[config.mk]
export PLATFORM = sky130hd
export DESIGN_NAME = mch_cfg_header
export DESIGN_NICKNAME = d
export VERILOG_FILES = /design/src/inc/mch_pkg.sv /design/src/core/mch_cap_rom.sv /design/src/core/mch_cfg_header.sv
export SDC_FILE = /design/constraint.sdc
export NUM_CORES = 1
export LEC_CHECK = 0
export BUFFER_PORTS_ARGS = -buffer_cell sky130_fd_sc_hd__clkbuf_2
export CORE_UTILIZATION = 55
export DETAILED_ROUTE_END_ITERATION = 8
export GPL_TIMING_DRIVEN = 0
export HOLD_SLACK_MARGIN = 0.03
export PLACE_DENSITY = 0.87
export SYNTH_ARGS = -nofsm -noshare
export SYNTH_HDL_FRONTEND = slang
export SYNTH_HIERARCHICAL = 1
export SYNTH_SLANG_ARGS = --single-unit
[constraint.sdc]
create_clock -name sys_clk -period 2.68 [get_ports sys_clk]
set_input_delay 0.134 -clock sys_clk [delete_from_list [all_inputs] [get_ports sys_clk]]
set_output_delay 0.134 -clock sys_clk [all_outputs]
set_load 0.02 [all_outputs]
[src/inc/mch_pkg.sv]
/*
 * Constants, field layout and helpers for the memory controller capability
 * header block. Assumes a single configuration clock and that the host
 * presents one configuration access per request strobe.
 */
// Overview of operation
// - Pointer register reads 40h.
// - Header bits 7:0 read 10h.
// - Next-capability link reads zero; list ends.
// - Capability version field reads 1.
// - Port type reads 9, integrated endpoint.
// - Slot implemented bit reads zero.
// - Interrupt message number reads zero.
// - Structure spans three dwords only.
// - Device 10 is controller 0, 12 controller 1.
package mch_pkg;

    // ------------------------------------------------------------
    // Claimed configuration addresses
    // ------------------------------------------------------------
    localparam logic [7:0]  MCH_CFG_BUS      = 8'h02;
    localparam logic [4:0]  MCH_DEV_MC0      = 5'h0a;
    localparam logic [4:0]  MCH_DEV_MC1      = 5'h0c;
    localparam logic [2:0]  MCH_CFG_FUNC     = 3'h0;

    // ------------------------------------------------------------
    // Register offsets
    // ------------------------------------------------------------
    localparam logic [11:0] MCH_OFF_CAP_PTR  = 12'h034;
    localparam logic [11:0] MCH_OFF_CAP_HDR  = 12'h040;
    localparam logic [11:0] MCH_OFF_EXT_BASE = 12'h100;
    localparam logic [9:0]  MCH_CAP_DWORDS   = 10'h003;

    // ------------------------------------------------------------
    // Field values and positions
    // ------------------------------------------------------------
    localparam logic [7:0]  MCH_CAP_PTR_VAL  = 8'h40;
    localparam logic [7:0]  MCH_CAP_ID_VAL   = 8'h10;
    localparam logic [7:0]  MCH_NEXT_PTR_VAL = 8'h00;
    localparam logic [3:0]  MCH_CAP_VER_VAL  = 4'h1;
    localparam logic [3:0]  MCH_PORT_TYPE    = 4'h9;
    localparam logic        MCH_SLOT_VAL     = 1'b0;
    localparam logic [4:0]  MCH_INT_MSG_VAL  = 5'h00;
    localparam int          MCH_ID_LSB       = 0;
    localparam int          MCH_NEXT_LSB     = 8;
    localparam int          MCH_VER_LSB      = 16;
    localparam int          MCH_TYPE_LSB     = 20;
    localparam int          MCH_SLOT_BIT     = 24;
    localparam int          MCH_MSG_LSB      = 25;

    // ------------------------------------------------------------
    // Reset values and timing
    // ------------------------------------------------------------
    localparam logic [31:0] MCH_RDATA_RST    = 32'h0000_0000;
    localparam int          MCH_RD_LATENCY   = 2;

    // Header word; bits 31:30 stay zero
    function automatic logic [31:0] mch_cap_header();
        logic [31:0] w;
        w = 32'h0000_0000;
        w[MCH_ID_LSB+:8]   = MCH_CAP_ID_VAL;
        w[MCH_NEXT_LSB+:8] = MCH_NEXT_PTR_VAL;
        w[MCH_VER_LSB+:4]  = MCH_CAP_VER_VAL;
        w[MCH_TYPE_LSB+:4] = MCH_PORT_TYPE;
        w[MCH_SLOT_BIT]    = MCH_SLOT_VAL;
        w[MCH_MSG_LSB+:5]  = MCH_INT_MSG_VAL;
        return w;
    endfunction

    // Bus and function match for either controller
    function automatic logic mch_fn_match(input logic [7:0] bus, input logic [2:0] func);
        return (bus == MCH_CFG_BUS) && (func == MCH_CFG_FUNC);
    endfunction

endpackage

[src/core/mch_cap_rom.sv]
/*
 * Capability read-only store for one controller function.
 * Assumes the caller raises rd_en only for reads aimed at this function.
 */
`timescale 1ns/1ps
module mch_cap_rom (
    // Clock and reset
    input  wire logic        sys_clk,
    input  wire logic        rst_b,
    // Read port
    input  wire logic        rd_en,
    input  wire logic [9:0]  dw_addr,
    output logic      [31:0] rdata_q
);
    import mch_pkg::*;

    // ------------------------------------------------------------
    // Lookup
    // ------------------------------------------------------------
    logic [31:0] rdata_d;

    always_comb begin
        rdata_d = MCH_RDATA_RST;
        if (rd_en) begin
            if (dw_addr == MCH_OFF_CAP_PTR[11:2]) begin
                rdata_d = {24'h000000, MCH_CAP_PTR_VAL};
            end else if (dw_addr == MCH_OFF_CAP_HDR[11:2]) begin
                rdata_d = mch_cap_header();
            end
            // Remaining structure dwords and all other space read zero
        end
    end

    // Idle output is zero so the two stores can be merged with an OR
    always_ff @(posedge sys_clk or negedge rst_b) begin
        if (!rst_b) begin
            rdata_q <= MCH_RDATA_RST;
        end else begin
            rdata_q <= rdata_d;
        end
    end

endmodule // mch_cap_rom

[src/core/mch_cfg_header.sv]
/*
 * Configuration-space capability header for two memory controller functions.
 * Assumes the host drives one access per cfg_req cycle on sys_clk and that
 * extended space is used only by firmware or a management controller.
 */
`timescale 1ns/1ps
module mch_cfg_header (
    // Clock and reset
    input  wire logic        sys_clk,
    input  wire logic        rst_b,
    // Configuration request
    input  wire logic        cfg_req,
    input  wire logic        cfg_wr,
    input  wire logic [7:0]  cfg_bus,
    input  wire logic [4:0]  cfg_dev,
    input  wire logic [2:0]  cfg_func,
    input  wire logic [11:0] cfg_offset,
    // Configuration answer
    output logic             cfg_ack,
    output logic             cfg_hit,
    output logic             cfg_mc_sel,
    output logic      [31:0] cfg_rdata
);
    import mch_pkg::*;

    // ------------------------------------------------------------
    // Address decode
    // ------------------------------------------------------------
    logic        hit_mc0;
    logic        hit_mc1;
    logic        req_hit;
    logic        rd_mc0;
    logic        rd_mc1;

    assign hit_mc0 = mch_fn_match(cfg_bus, cfg_func) && (cfg_dev == MCH_DEV_MC0);
    assign hit_mc1 = mch_fn_match(cfg_bus, cfg_func) && (cfg_dev == MCH_DEV_MC1);
    assign req_hit = hit_mc0 || hit_mc1;
    // Writes never reach the stores, so nothing can change
    assign rd_mc0  = cfg_req && !cfg_wr && hit_mc0;
    assign rd_mc1  = cfg_req && !cfg_wr && hit_mc1;

    // ------------------------------------------------------------
    // Per-function stores
    // ------------------------------------------------------------
    logic [31:0] rom0_rdata;
    logic [31:0] rom1_rdata;

    mch_cap_rom u_rom_mc0 (
        .sys_clk (sys_clk),
        .rst_b   (rst_b),
        .rd_en   (rd_mc0),
        .dw_addr (cfg_offset[11:2]),
        .rdata_q (rom0_rdata)
    );

    mch_cap_rom u_rom_mc1 (
        .sys_clk (sys_clk),
        .rst_b   (rst_b),
        .rd_en   (rd_mc1),
        .dw_addr (cfg_offset[11:2]),
        .rdata_q (rom1_rdata)
    );

    // ------------------------------------------------------------
    // Stage one: request tracking
    // ------------------------------------------------------------
    logic        s1_vld_q;
    logic        s1_hit_q;
    logic        s1_mc_q;

    always_ff @(posedge sys_clk or negedge rst_b) begin
        if (!rst_b) begin
            s1_vld_q <= 1'b0;
            s1_hit_q <= 1'b0;
            s1_mc_q  <= 1'b0;
        end else begin
            s1_vld_q <= cfg_req;
            s1_hit_q <= cfg_req && req_hit;
            s1_mc_q  <= cfg_req && hit_mc1;
        end
    end

    // ------------------------------------------------------------
    // Stage two: answer registers
    // ------------------------------------------------------------
    logic        ack_q;
    logic        hit_q;
    logic        mc_q;
    logic [31:0] rdata_q;

    always_ff @(posedge sys_clk or negedge rst_b) begin
        if (!rst_b) begin
            ack_q <= 1'b0;
            hit_q <= 1'b0;
            mc_q  <= 1'b0;
        end else begin
            ack_q <= s1_vld_q;
            hit_q <= s1_hit_q;
            mc_q  <= s1_mc_q;
        end
    end

    // Idle stores return zero, so misses and writes read as zero
    always_ff @(posedge sys_clk or negedge rst_b) begin
        if (!rst_b) begin
            rdata_q <= MCH_RDATA_RST;
        end else begin
            rdata_q <= rom0_rdata | rom1_rdata;
        end
    end

    assign cfg_ack    = ack_q;
    assign cfg_hit    = hit_q;
    assign cfg_mc_sel = mc_q;
    assign cfg_rdata  = rdata_q;

    logic        rd_ptr;
    logic        rd_hdr;
    logic        rd_tail;
    assign rd_ptr  = cfg_req && !cfg_wr && req_hit && (cfg_offset[11:2] == MCH_OFF_CAP_PTR[11:2]);
    assign rd_hdr  = cfg_req && !cfg_wr && req_hit && (cfg_offset[11:2] == MCH_OFF_CAP_HDR[11:2]);
    assign rd_tail = cfg_req && !cfg_wr && req_hit && (cfg_offset[11:2] > MCH_OFF_CAP_HDR[11:2]);
endmodule // mch_cfg_header

==> results.ini, run 1 <==
[outcome]
run_status = completed

[worst_hold_path]
hold-path-cell-count = 3
worst_hold_path_type = in2reg
launch_point_of_the_worst_hold_path = cfg_offset[2]
holdPathEnd = u_rom_mc0/rdata_q[6]

[power]
leakage_nw = 1.53
power.total_w = 0.00116
power_per_cell_area_nw_per_um2 = 453
irDropWorstVdd_uv = 313

[global_routing]
global_route_wire_length_before_repair_um = 4820
antenna_found_initial = 0
grt_pass1_vias = 1255
grt_remaining_overflow = 0
maximum_number_of_pins_on_one_net_before_global_route_repair = 43
gr-usage-all-layers_pct = 18.7

[floorplan]
core_um2 = 3150
rows = 20
fp.dieH_um = 60.5
total_die_area_um2 = 3660
fp.dieW_um = 60.5
floorplan.io_pins = 67
initial_utilization_pct = 59.7

[layout]
area_delta_synth_final_pct = 36.3
number_of_nets_in_the_final_layout = 319
layout.filler_cells = 208
layout-drive-gt1-share_pct = 58.0
antenna_diode_count = 0

[sta]
fmax_mhz = 546
fin_crit_sh_pct = 68.4
rsz_0062_raised_after_global_routing = no
worst-slew-pin-transition_ns = 0.965
final_sum_of_negative_setup_slack_ns = 0
timing.final.setup_violations = 0
hold_ws_ns = 0.0585
maxSlewViolCount = 0
timing.slew.headroom_pct = 35.7
finClkSkew_ns = 0.00136
fin_crit_ns = 1.83
timing.final.hold_violations = 0

[logic_synthesis]
async_flop_share_pct = 100
synthesis.instances = 159
postSynthAreaPerCell_um2 = 11.8
synthDistinctLibCells = 15
synth_largest_type_area_fraction_pct = 55.9
synth_top_cells_by_area = sky130_fd_sc_hd__dfrtp_1 56%, sky130_fd_sc_hd__buf_4 24%, sky130_fd_sc_hd__or2_2 11%, sky130_fd_sc_hd__or4b_1 2.1%, sky130_fd_sc_hd__nor3_1 1.6%
synth-seq-cells = 42
synth_common_cells = 60 x sky130_fd_sc_hd__buf_4, 42 x sky130_fd_sc_hd__dfrtp_1, 32 x sky130_fd_sc_hd__or2_2
yosys.area.top_type = sky130_fd_sc_hd__dfrtp_1
ys.flop_type = sky130_fd_sc_hd__dfrtp_1
synth_warnings = 6
synth_area_um2 = 1880
synth.yosys.seq_area_share_pct = 55.9
count_of_flip_flops_with_a_built_in_enable_after_synthesis = 0
post-synth-top-count-cell = sky130_fd_sc_hd__buf_4

[setup_path]
worstReg2RegEnd = cfg_rdata[16]
critical_path_buf_inv_count = 2
cp_slowest_cell = sky130_fd_sc_hd__dlygate4sd3_1
worst_r2r_path_depth = 2
path_class = in2reg
rrSetupSlack_ns = 1.74
cp_common_cell = sky130_fd_sc_hd__nor3_1
critical_path_arrival_ns = 2.10
path_cells = dlygate4sd3_1, clkbuf_2, and4bb_2, nand4_1, nor3_1, or4b_1, nor3_1
cp_num_cells = 7
critical_path_required_ns = 2.94
reg2reg_from = u_rom_mc1/rdata_q[20]
cp_max_fo = 4
timing.critical_path.from_type = input pin
worst_path_dominant_cell_family = simple AND/OR/NAND/NOR gates
worst_path_largest_cell_delay_ns = 0.53
endpoint_kind = register

[drt]
via_count = 1271
drt_wl_cell_um = 8.33
antenna_left = 0
finalWirelength_um = 2770
drt_pre_antenna_iters = 4
avgViaCountPerCell = 3.83
detail_route.iter0.violations = 15
drcViolationCount = 0

[cts]
htree_levels = 2
clock_sink_count = 42
tritoncts_clock_tree = built
tritoncts.num_buffers = 5
clock_latency_on_the_worst_skew_pair_ns = 0.34
path_clk_slew_ns = 0.13
post_cts_buffers = 0
cts_max_path_buffers = 2
ctsRootBufferMaster = sky130_fd_sc_hd__clkbuf_4

[placement]
gp_routability_congestion = 0.778
post-dp-hpwl_um = 2170
numPortBuffers = 64

[flow_run]
maxcap_viol_count = 0

-- logic make-up after synthesis --
family | count (synthesis) | synth area share (%)
buf+inv | 60 | 23.9
flops | 42 | 55.9
simple gates | 54 | 19.5
compound gates | 1 | 0.266
other cells | 2 | 0.399
-- worst register-to-register path: stages (launching register included) --
cell and delay, ns:
sky130_fd_sc_hd__dfrtp_1 0.43, sky130_fd_sc_hd__buf_4 0.14, sky130_fd_sc_hd__or2_2 0.28
-- worst max-delay path by stage --
stage	to	from	slack [ns]
global placement	u_rom_mc1/rdata_q[20]	cfg_bus[7]	0.98
finish	u_rom_mc0/rdata_q[6]	cfg_req	0.85
CTS	u_rom_mc0/rdata_q[6]	cfg_req	0.89
detailed placement	u_rom_mc0/rdata_q[6]	cfg_bus[7]	0.95
global route	u_rom_mc0/rdata_q[6]	cfg_req	0.76
floorplan	u_rom_mc0/rdata_q[20]	cfg_bus[3]	1.25
-- what timing repair did --
item	CTS	global route
hold buffers	5	0
endpoints found under the hold margin	46	0
resized for setup	0	0
-- flip-flops by register name (all words and copies together) (netlist names) --
signal and cells:
cfg_ack 1, s1_vld_q 1, u_rom_mc0/rdata_q 2, cfg_mc_sel 1, s1_hit_q 1, u_rom_mc1/rdata_q 2
s1_mc_q 1, cfg_hit 1, cfg_rdata 32
-- routing by layer --
| metal | part of all wire [%] | GRT usage [%] |
|---|---|---|
| met5 | 0 | 0 |
| met4 | 0.65 | 9.74 |
| met3 | 5.1 | 5.76 |
| met2 | 58 | 35.5 |
| met1 | 36 | 17.9 |
-- power by group --
| group | switching, W | internal, W | total, W |
|---|---|---|---|
| Combinational | 0.0000826 | 0.000100 | 0.000183 |
| Sequential | 0.00000589 | 0.000656 | 0.000661 |
| Clock | 0.000210 | 0.000107 | 0.000317 |
| Total | 0.000298 | 0.000863 | 0.00116 |
-- layout make-up --
cell class | instances | area, um2 | share of cell area [%]
multi-input combinational | 109 | 576 | 22.4
clock buffer | 5 | 37.5 | 1.46
tap | 44 | 55.1 | 2.15
timing repair buffer | 69 | 370 | 14.4
buffer | 60 | 450 | 17.6
sequential | 42 | 1050 | 41.0
clock inverter | 3 | 25.0 | 0.976
-- per-stage QoR --
step                      util (%)  setup WS [ns]  cell area [um2]  std cells
final                         81.3          0.847             2560        332
after global routing          81.3          0.757             2560        332
after detailed placement      77.8          0.951             2450        319
after global placement        77.8          0.975             2450        319
after floorplan                  -           1.25             2080        211
after CTS                     81.3          0.889             2560        332
-- cells in the final DEF, fill, tap and decap left out, types with 2 or more instances in the layout --
master	count
sky130_fd_sc_hd__clkbuf_2	64
sky130_fd_sc_hd__buf_4	60
sky130_fd_sc_hd__conb_1	54
sky130_fd_sc_hd__dfrtp_1	42
sky130_fd_sc_hd__or2_2	32
sky130_fd_sc_hd__nor3_1	6
sky130_fd_sc_hd__clkbuf_4	5
sky130_fd_sc_hd__dlygate4sd3_1	5
sky130_fd_sc_hd__or4b_1	4
sky130_fd_sc_hd__nor4_2	2
sky130_fd_sc_hd__nand2b_1	2
sky130_fd_sc_hd__or3_1	2
sky130_fd_sc_hd__nand4b_1	2
Note: power is estimated with default switching activity, not from simulation.
==> run 2, diff against run 1 <==
ABC_AREA = 1   (was unset)
CORE_UTILIZATION = 52   (was 55)
PLACE_DENSITY = 0.82   (was 0.87)
clock period = 1.7 ns   (was 2.68 ns; I/O delays follow)
==> run 2 against run 1 <==
Effect of this change:
- via count up 11%
- clock skew up 0.0028 ns
- count of clock-buffer cells in the layout up 2
- wire length down 1.3%
- global-route usage down 2.4 points
- critical path type unchanged
- critical endpoint is now u_rom_mc1/rdata_q[6]
==> results.ini, run 2 <==
[worst_hold_path]
worst_hold_path_type = in2reg
hold-path-cell-count = 4
launch_point_of_the_worst_hold_path = cfg_wr
holdPathEnd = u_rom_mc0/rdata_q[6]

[setup_path]
rrSetupSlack_ns = 0.77
worstReg2RegEnd = cfg_rdata[23]
cp_max_fo = 3
worst_r2r_path_depth = 2
path_class = in2reg
critical_path_arrival_ns = 1.51
critical_path_required_ns = 1.91
timing.critical_path.from_type = input pin
reg2reg_from = u_rom_mc1/rdata_q[20]
path_cells = dlygate4sd3_1, clkbuf_2, inv_1, nor2_2, nand2_1, nor2_2, nand3_2, nor2_1, inv_1, nor3_2
cp_slowest_cell = sky130_fd_sc_hd__dlygate4sd3_1
worst_path_largest_cell_delay_ns = 0.53
endpoint_kind = register

[outcome]
run_status = completed

[power]
power.total_w = 0.00209
clkPwrFrac_pct = 35.7
leakage_nw = 1.65
irDropWorstVdd_uv = 434
power.switching_fraction_pct = 21.9
power_per_cell_area_nw_per_um2 = 773
p_int_w = 0.00163
total_switching_power_w = 0.000457
power_frac_comb_pct = 14.3
seq_power_share_pct = 50.0

[cts]
htree_levels = 2
cts_max_path_buffers = 2
post_cts_gate_resize_count = 0
post_cts_buffers = 0
clock_latency_on_the_worst_skew_pair_ns = 0.29
path_clk_slew_ns = 0.07
tritoncts_clock_tree = built
tritoncts.num_buffers = 5
ctsRootBufferMaster = sky130_fd_sc_hd__clkbuf_8
clock_sink_count = 42

[logic_synthesis]
synthesis.instances = 198
synth.area.mux_share_pct = 0
synth_area_um2 = 2000
count_of_flip_flops_with_a_built_in_enable_after_synthesis = 0
synth-simple-area-share_pct = 21.6
postSynthAreaPerCell_um2 = 10.1
synthXorXnorAreaFrac_pct = 0
synth_common_cells = 60 x sky130_fd_sc_hd__buf_4, 42 x sky130_fd_sc_hd__dfrtp_1, 23 x sky130_fd_sc_hd__nor2_1
post-synth-top-count-cell = sky130_fd_sc_hd__buf_4
synth_warnings = 6
fraction_of_the_mapped_netlist_area_in_compound_gates_pct = 0
synth_largest_type_area_fraction_pct = 52.6
synth_top_family_by_area = buffers and inverters
ys.flop_type = sky130_fd_sc_hd__dfrtp_1
synth_adder_area_share_pct = 0
synthDistinctLibCells = 14
synth_top_cells_by_area = sky130_fd_sc_hd__dfrtp_1 53%, sky130_fd_sc_hd__buf_4 23%, sky130_fd_sc_hd__or2_2 6.3%, sky130_fd_sc_hd__nor2_1 4.3%, sky130_fd_sc_hd__or2_1 3.8%
yosys.area.top_type = sky130_fd_sc_hd__dfrtp_1
async_flop_share_pct = 100
synth.yosys.seq_area_share_pct = 52.6
synth-seq-cells = 42

[sta]
final_sum_of_negative_setup_slack_ns = 0
rsz_0062_raised_after_global_routing = no
timing.slew.headroom_pct = 35.5
hold_ws_ns = 0.0603
finClkSkew_ns = 0.00418
timing.final.hold_violations = 0
post-route-worst-setup-slack_ns = 0.401
maxSlewViolCount = 0
fmax_mhz = 770
fin_crit_sh_pct = 76.4
fin_crit_ns = 1.30
timing.final.setup_violations = 0
worst-slew-pin-transition_ns = 0.968

[layout]
area_delta_synth_final_pct = 35.2
layout.cells.most_common_list = 64 x sky130_fd_sc_hd__clkbuf_2, 60 x sky130_fd_sc_hd__buf_4, 54 x sky130_fd_sc_hd__conb_1
layout-drive-gt1-share_pct = 49.4
post-route-util_pct = 73.7
commonest_non_fill_non_tap_cell_in_the_layout = sky130_fd_sc_hd__clkbuf_2
number_of_flip_flops_under_the_largest_register_name = 32
antenna_diode_count = 0
area.sequential_um2 = 1050
number_of_nets_in_the_final_layout = 355
multiInputGateArea_um2 = 634
layout.filler_cells = 267

[placement]
place_worst_setup_slack_ns = 0.658
post-dp-hpwl_um = 2210
numPortBuffers = 64
gp_routability_congestion = 0.722

[drt]
via_count = 1414
drcViolationCount = 0
drt_pre_antenna_iters = 4
drt_wl_cell_um = 7.34
detail_route.iter0.violations = 38
avgViaCountPerCell = 3.80
antenna_left = 0
finalWirelength_um = 2730

[global_routing]
grt_pass1_vias = 1313
use_met3_pct = 6.43
grt_remaining_overflow = 0
global_route_wire_length_before_repair_um = 4870
met1_usage_pct = 14.5
antenna_found_initial = 0
maximum_number_of_pins_on_one_net_before_global_route_repair = 43
groute.layer.met2.usage_pct = 30.9
grt.busiest_layer = met2
gr-usage-all-layers_pct = 16.3

[floorplan]
total_die_area_um2 = 4090
rows = 22
floorplan.io_pins = 67
initial_utilization_pct = 54.5
core_um2 = 3660
fp.dieW_um = 64.0
fp.dieH_um = 64.0

[flow_run]
maxcap_viol_count = 0

## run 2: layout make-up
class / count / share of cell area, %
inverter: 15 / 2.09
clock buffer: 7 / 2.83
multi-input combinational: 133 / 23.5
clock inverter: 1 / 1.11
tap: 48 / 2.23
buffer: 60 / 16.7
sequential: 42 / 38.9
timing repair buffer: 66 / 12.6
## run 2: repair_timing
item                                   in CTS  in global routing
setup endpoints to repair                   0                  0
hold buffers                                2                  0
endpoints found under the hold margin      43                  0
## run 2: worst max-delay path by stage
stage | start | to | slack (ns) | cells after the start
6_report | cfg_req | u_rom_mc1/rdata_q[6] | 0.40 | 10
5_1_grt | cfg_req | u_rom_mc1/rdata_q[6] | 0.29 | 10
4_1_cts | cfg_req | u_rom_mc1/rdata_q[6] | 0.42 | 10
3_5_place_dp | cfg_req | u_rom_mc1/rdata_q[6] | 0.66 | 9
3_3_place_gp | cfg_bus[5] | u_rom_mc0/rdata_q[6] | 0.69 | 8
2_1_floorplan | u_rom_mc1/rdata_q[20] | cfg_rdata[23] | 0.80 | 2
## run 2: cell families after synthesis
group | after synthesis
buffers and inverters | 75
DFF | 42
and+or+nand+nor | 79
other | 2
## run 2: power groups by stage
| stage | logic [W] | registers (W) | clock network, W |
|---|---|---|---|
| finish | 0.000298 | 0.00104 | 0.000745 |
| global route | 0.000334 | 0.00104 | 0.000820 |
| CTS | 0.000292 | 0.00104 | 0.000772 |
| detailed placement | 0.000288 | 0.00106 | 0 |
| global placement | 0.000286 | 0.00106 | 0 |
| floorplan | 0.000146 | 0.00111 | 0 |
## run 2: metrics by stage
step | area [um2] | cells
finish | 2700 | 372
global route | 2700 | 372
CTS | 2700 | 372
detailed placement | 2570 | 362
global placement | 2570 | 362
floorplan | 2190 | 250
## run 2: worst max-delay path: cells and delay by family
kind | cells | cell delay (ns)
AND/OR/NAND/NOR | 6 | 0.67
buffers and inverters | 4 | 0.76
## run 2: metal layers
layer,share of wire [%],vias up,wire [um]
met5,0,-,0
met4,2.4,0,65
met3,8.8,4,239
met2,55,57,1490
met1,34,629,932
li1,-,724,-
==> run 3, diff against run 2 <==
clock period = 1.2 ns   (was 1.7 ns; I/O delays follow)
==> run 3 against run 2 <==
Effect of this change:
- cell count rose by 0.27%
- hold slack got worse by 0.0031 ns
- sequential share of layout area fell by 0.14 points
- core utilization rose by 0.27 points
- total power rose by 42%
- global-route usage fell by 0.077 points
- setup slack got worse by 0.17 ns
- combinational power rose by 43%
==> results.ini, run 3 (synthesized netlist as in run 2, its figures left out) <==
[outcome]
run_status = completed

[worst_hold_path]
hold-path-cell-count = 4
worst_hold_path_type = in2reg
holdPathEnd = s1_mc_q
launch_point_of_the_worst_hold_path = cfg_func[2]

[layout]
number_of_nets_in_the_final_layout = 356
layout-drive-gt1-share_pct = 49.2
number_of_flip_flops_under_the_largest_register_name = 32
commonest_non_fill_non_tap_cell_in_the_layout = sky130_fd_sc_hd__clkbuf_2
fin_cells = 373
antenna_diode_count = 0
layout.cells.most_common_list = 63 x sky130_fd_sc_hd__clkbuf_2, 60 x sky130_fd_sc_hd__buf_4, 54 x sky130_fd_sc_hd__conb_1
area_delta_synth_final_pct = 35.7
finalInstanceArea_um2 = 2710

[cts]
clock_latency_on_the_worst_skew_pair_ns = 0.29
cts_max_path_buffers = 2
htree_levels = 2
post_cts_buffers = 0
tritoncts.num_buffers = 5
ctsRootBufferMaster = sky130_fd_sc_hd__clkbuf_8
path_clk_slew_ns = 0.07
tritoncts_clock_tree = built
clock_sink_count = 42

[sta]
timing.final.setup_violations = 0
final_sum_of_negative_setup_slack_ns = 0
timing.final.hold_violations = 0
fmax_mhz = 1030
fin_crit_sh_pct = 80.5
hold_ws_ns = 0.0572
rsz_0062_raised_after_global_routing = no
fin_crit_ns = 0.966
worst-slew-pin-transition_ns = 0.865
maxSlewViolCount = 0
finClkSkew_ns = 0.00423
timing.slew.headroom_pct = 42.3

[setup_path]
critical_path_required_ns = 1.51
worst_path_dominant_cell_family = buffers and inverters
critical_path_buf_inv_count = 2
cp_slowest_cell = sky130_fd_sc_hd__buf_2
worstReg2RegEnd = cfg_rdata[23]
reg2reg_from = u_rom_mc1/rdata_q[20]
endpoint_kind = async pin
cp_max_fo = 42
rrSetupSlack_ns = 0.27
timing.critical_path.from_type = input pin
path_class = in2async
path_cells = dlygate4sd3_1, buf_2
critical_path_arrival_ns = 1.27
worst_r2r_path_depth = 2
worst_path_largest_cell_delay_ns = 0.68

[floorplan]
floorplan.io_pins = 67
initial_utilization_pct = 54.5
core_um2 = 3660
fp.dieW_um = 64.0
rows = 22
fp.dieH_um = 64.0
total_die_area_um2 = 4090

[placement]
gp_routability_congestion = 0.722
post-dp-hpwl_um = 2210
placed_cells = 362
numPortBuffers = 64
place_area_um2 = 2570

[power]
irDropWorstVdd_uv = 614
leakage_nw = 1.65
power_per_cell_area_nw_per_um2 = 1090
power.total_w = 0.00296

[flow_run]
maxcap_viol_count = 0

[drt]
via_count = 1428
drt_pre_antenna_iters = 4
drt_wl_cell_um = 7.27
avgViaCountPerCell = 3.83
finalWirelength_um = 2710
antenna_left = 0
drcViolationCount = 0
detail_route.iter0.violations = 39

[global_routing]
grt_remaining_overflow = 0
grt_pass1_vias = 1308
global_route_wire_length_before_repair_um = 4850
gr-usage-all-layers_pct = 16.2
maximum_number_of_pins_on_one_net_before_global_route_repair = 43
antenna_found_initial = 0

## run 3: per-layer routing
metal | vias up | GRT usage [%] | wire [um]
met2 | 57 | 30.3 | 1470
met4 | 0 | 8.52 | 65
met1 | 639 | 14.7 | 929
li1 | 728 | - | -
met3 | 4 | 6.43 | 248
met5 | - | 0 | 0
## run 3: final cells by class
class	instances	area, um2
buffer	60	450
clock buffer	7	76.3
clock inverter	1	30.0
fill	271	952
inverter	15	56.3
multi-input combinational	133	634
sequential	42	1050
tap	48	60.1
timing repair buffer	67	350
## run 3: where the power goes
| group | internal [W] | switching [W] | leakage (nW) |
|---|---|---|---|
| clock network | 0.000622 | 0.000434 | 0.0524 |
| logic | 0.000223 | 0.000202 | 1.12 |
| registers | 0.00146 | 0.0000126 | 0.482 |
## run 3: worst max-delay path by stage
stage / cells past startpoint / to / slack (ns) / start
final: 2 / s1_vld_q / 0.23 / rst_b
after global routing: 2 / cfg_ack / 0.02 / rst_b
after CTS: 2 / cfg_ack / 0.07 / rst_b
after detailed placement: 9 / u_rom_mc1/rdata_q[6] / 0.18 / cfg_req
after global placement: 8 / u_rom_mc0/rdata_q[6] / 0.21 / cfg_bus[5]
after floorplan: 2 / cfg_rdata[23] / 0.30 / u_rom_mc1/rdata_q[20]
## run 3: metrics by stage
step / setup WS, ns / utilization [%]
after floorplan: 0.304 / -
after CTS: 0.0743 / 74.0
after global routing: 0.0162 / 74.0
after detailed placement: 0.183 / 70.3
after global placement: 0.213 / 70.3
final: 0.234 / 74.0
## run 3: timing repair
action	4_1_cts	5_1_grt
hold endpoints to repair	44	0
hold buffers	3	0
gates resized for setup	0	1
endpoints found under the setup margin	0	42
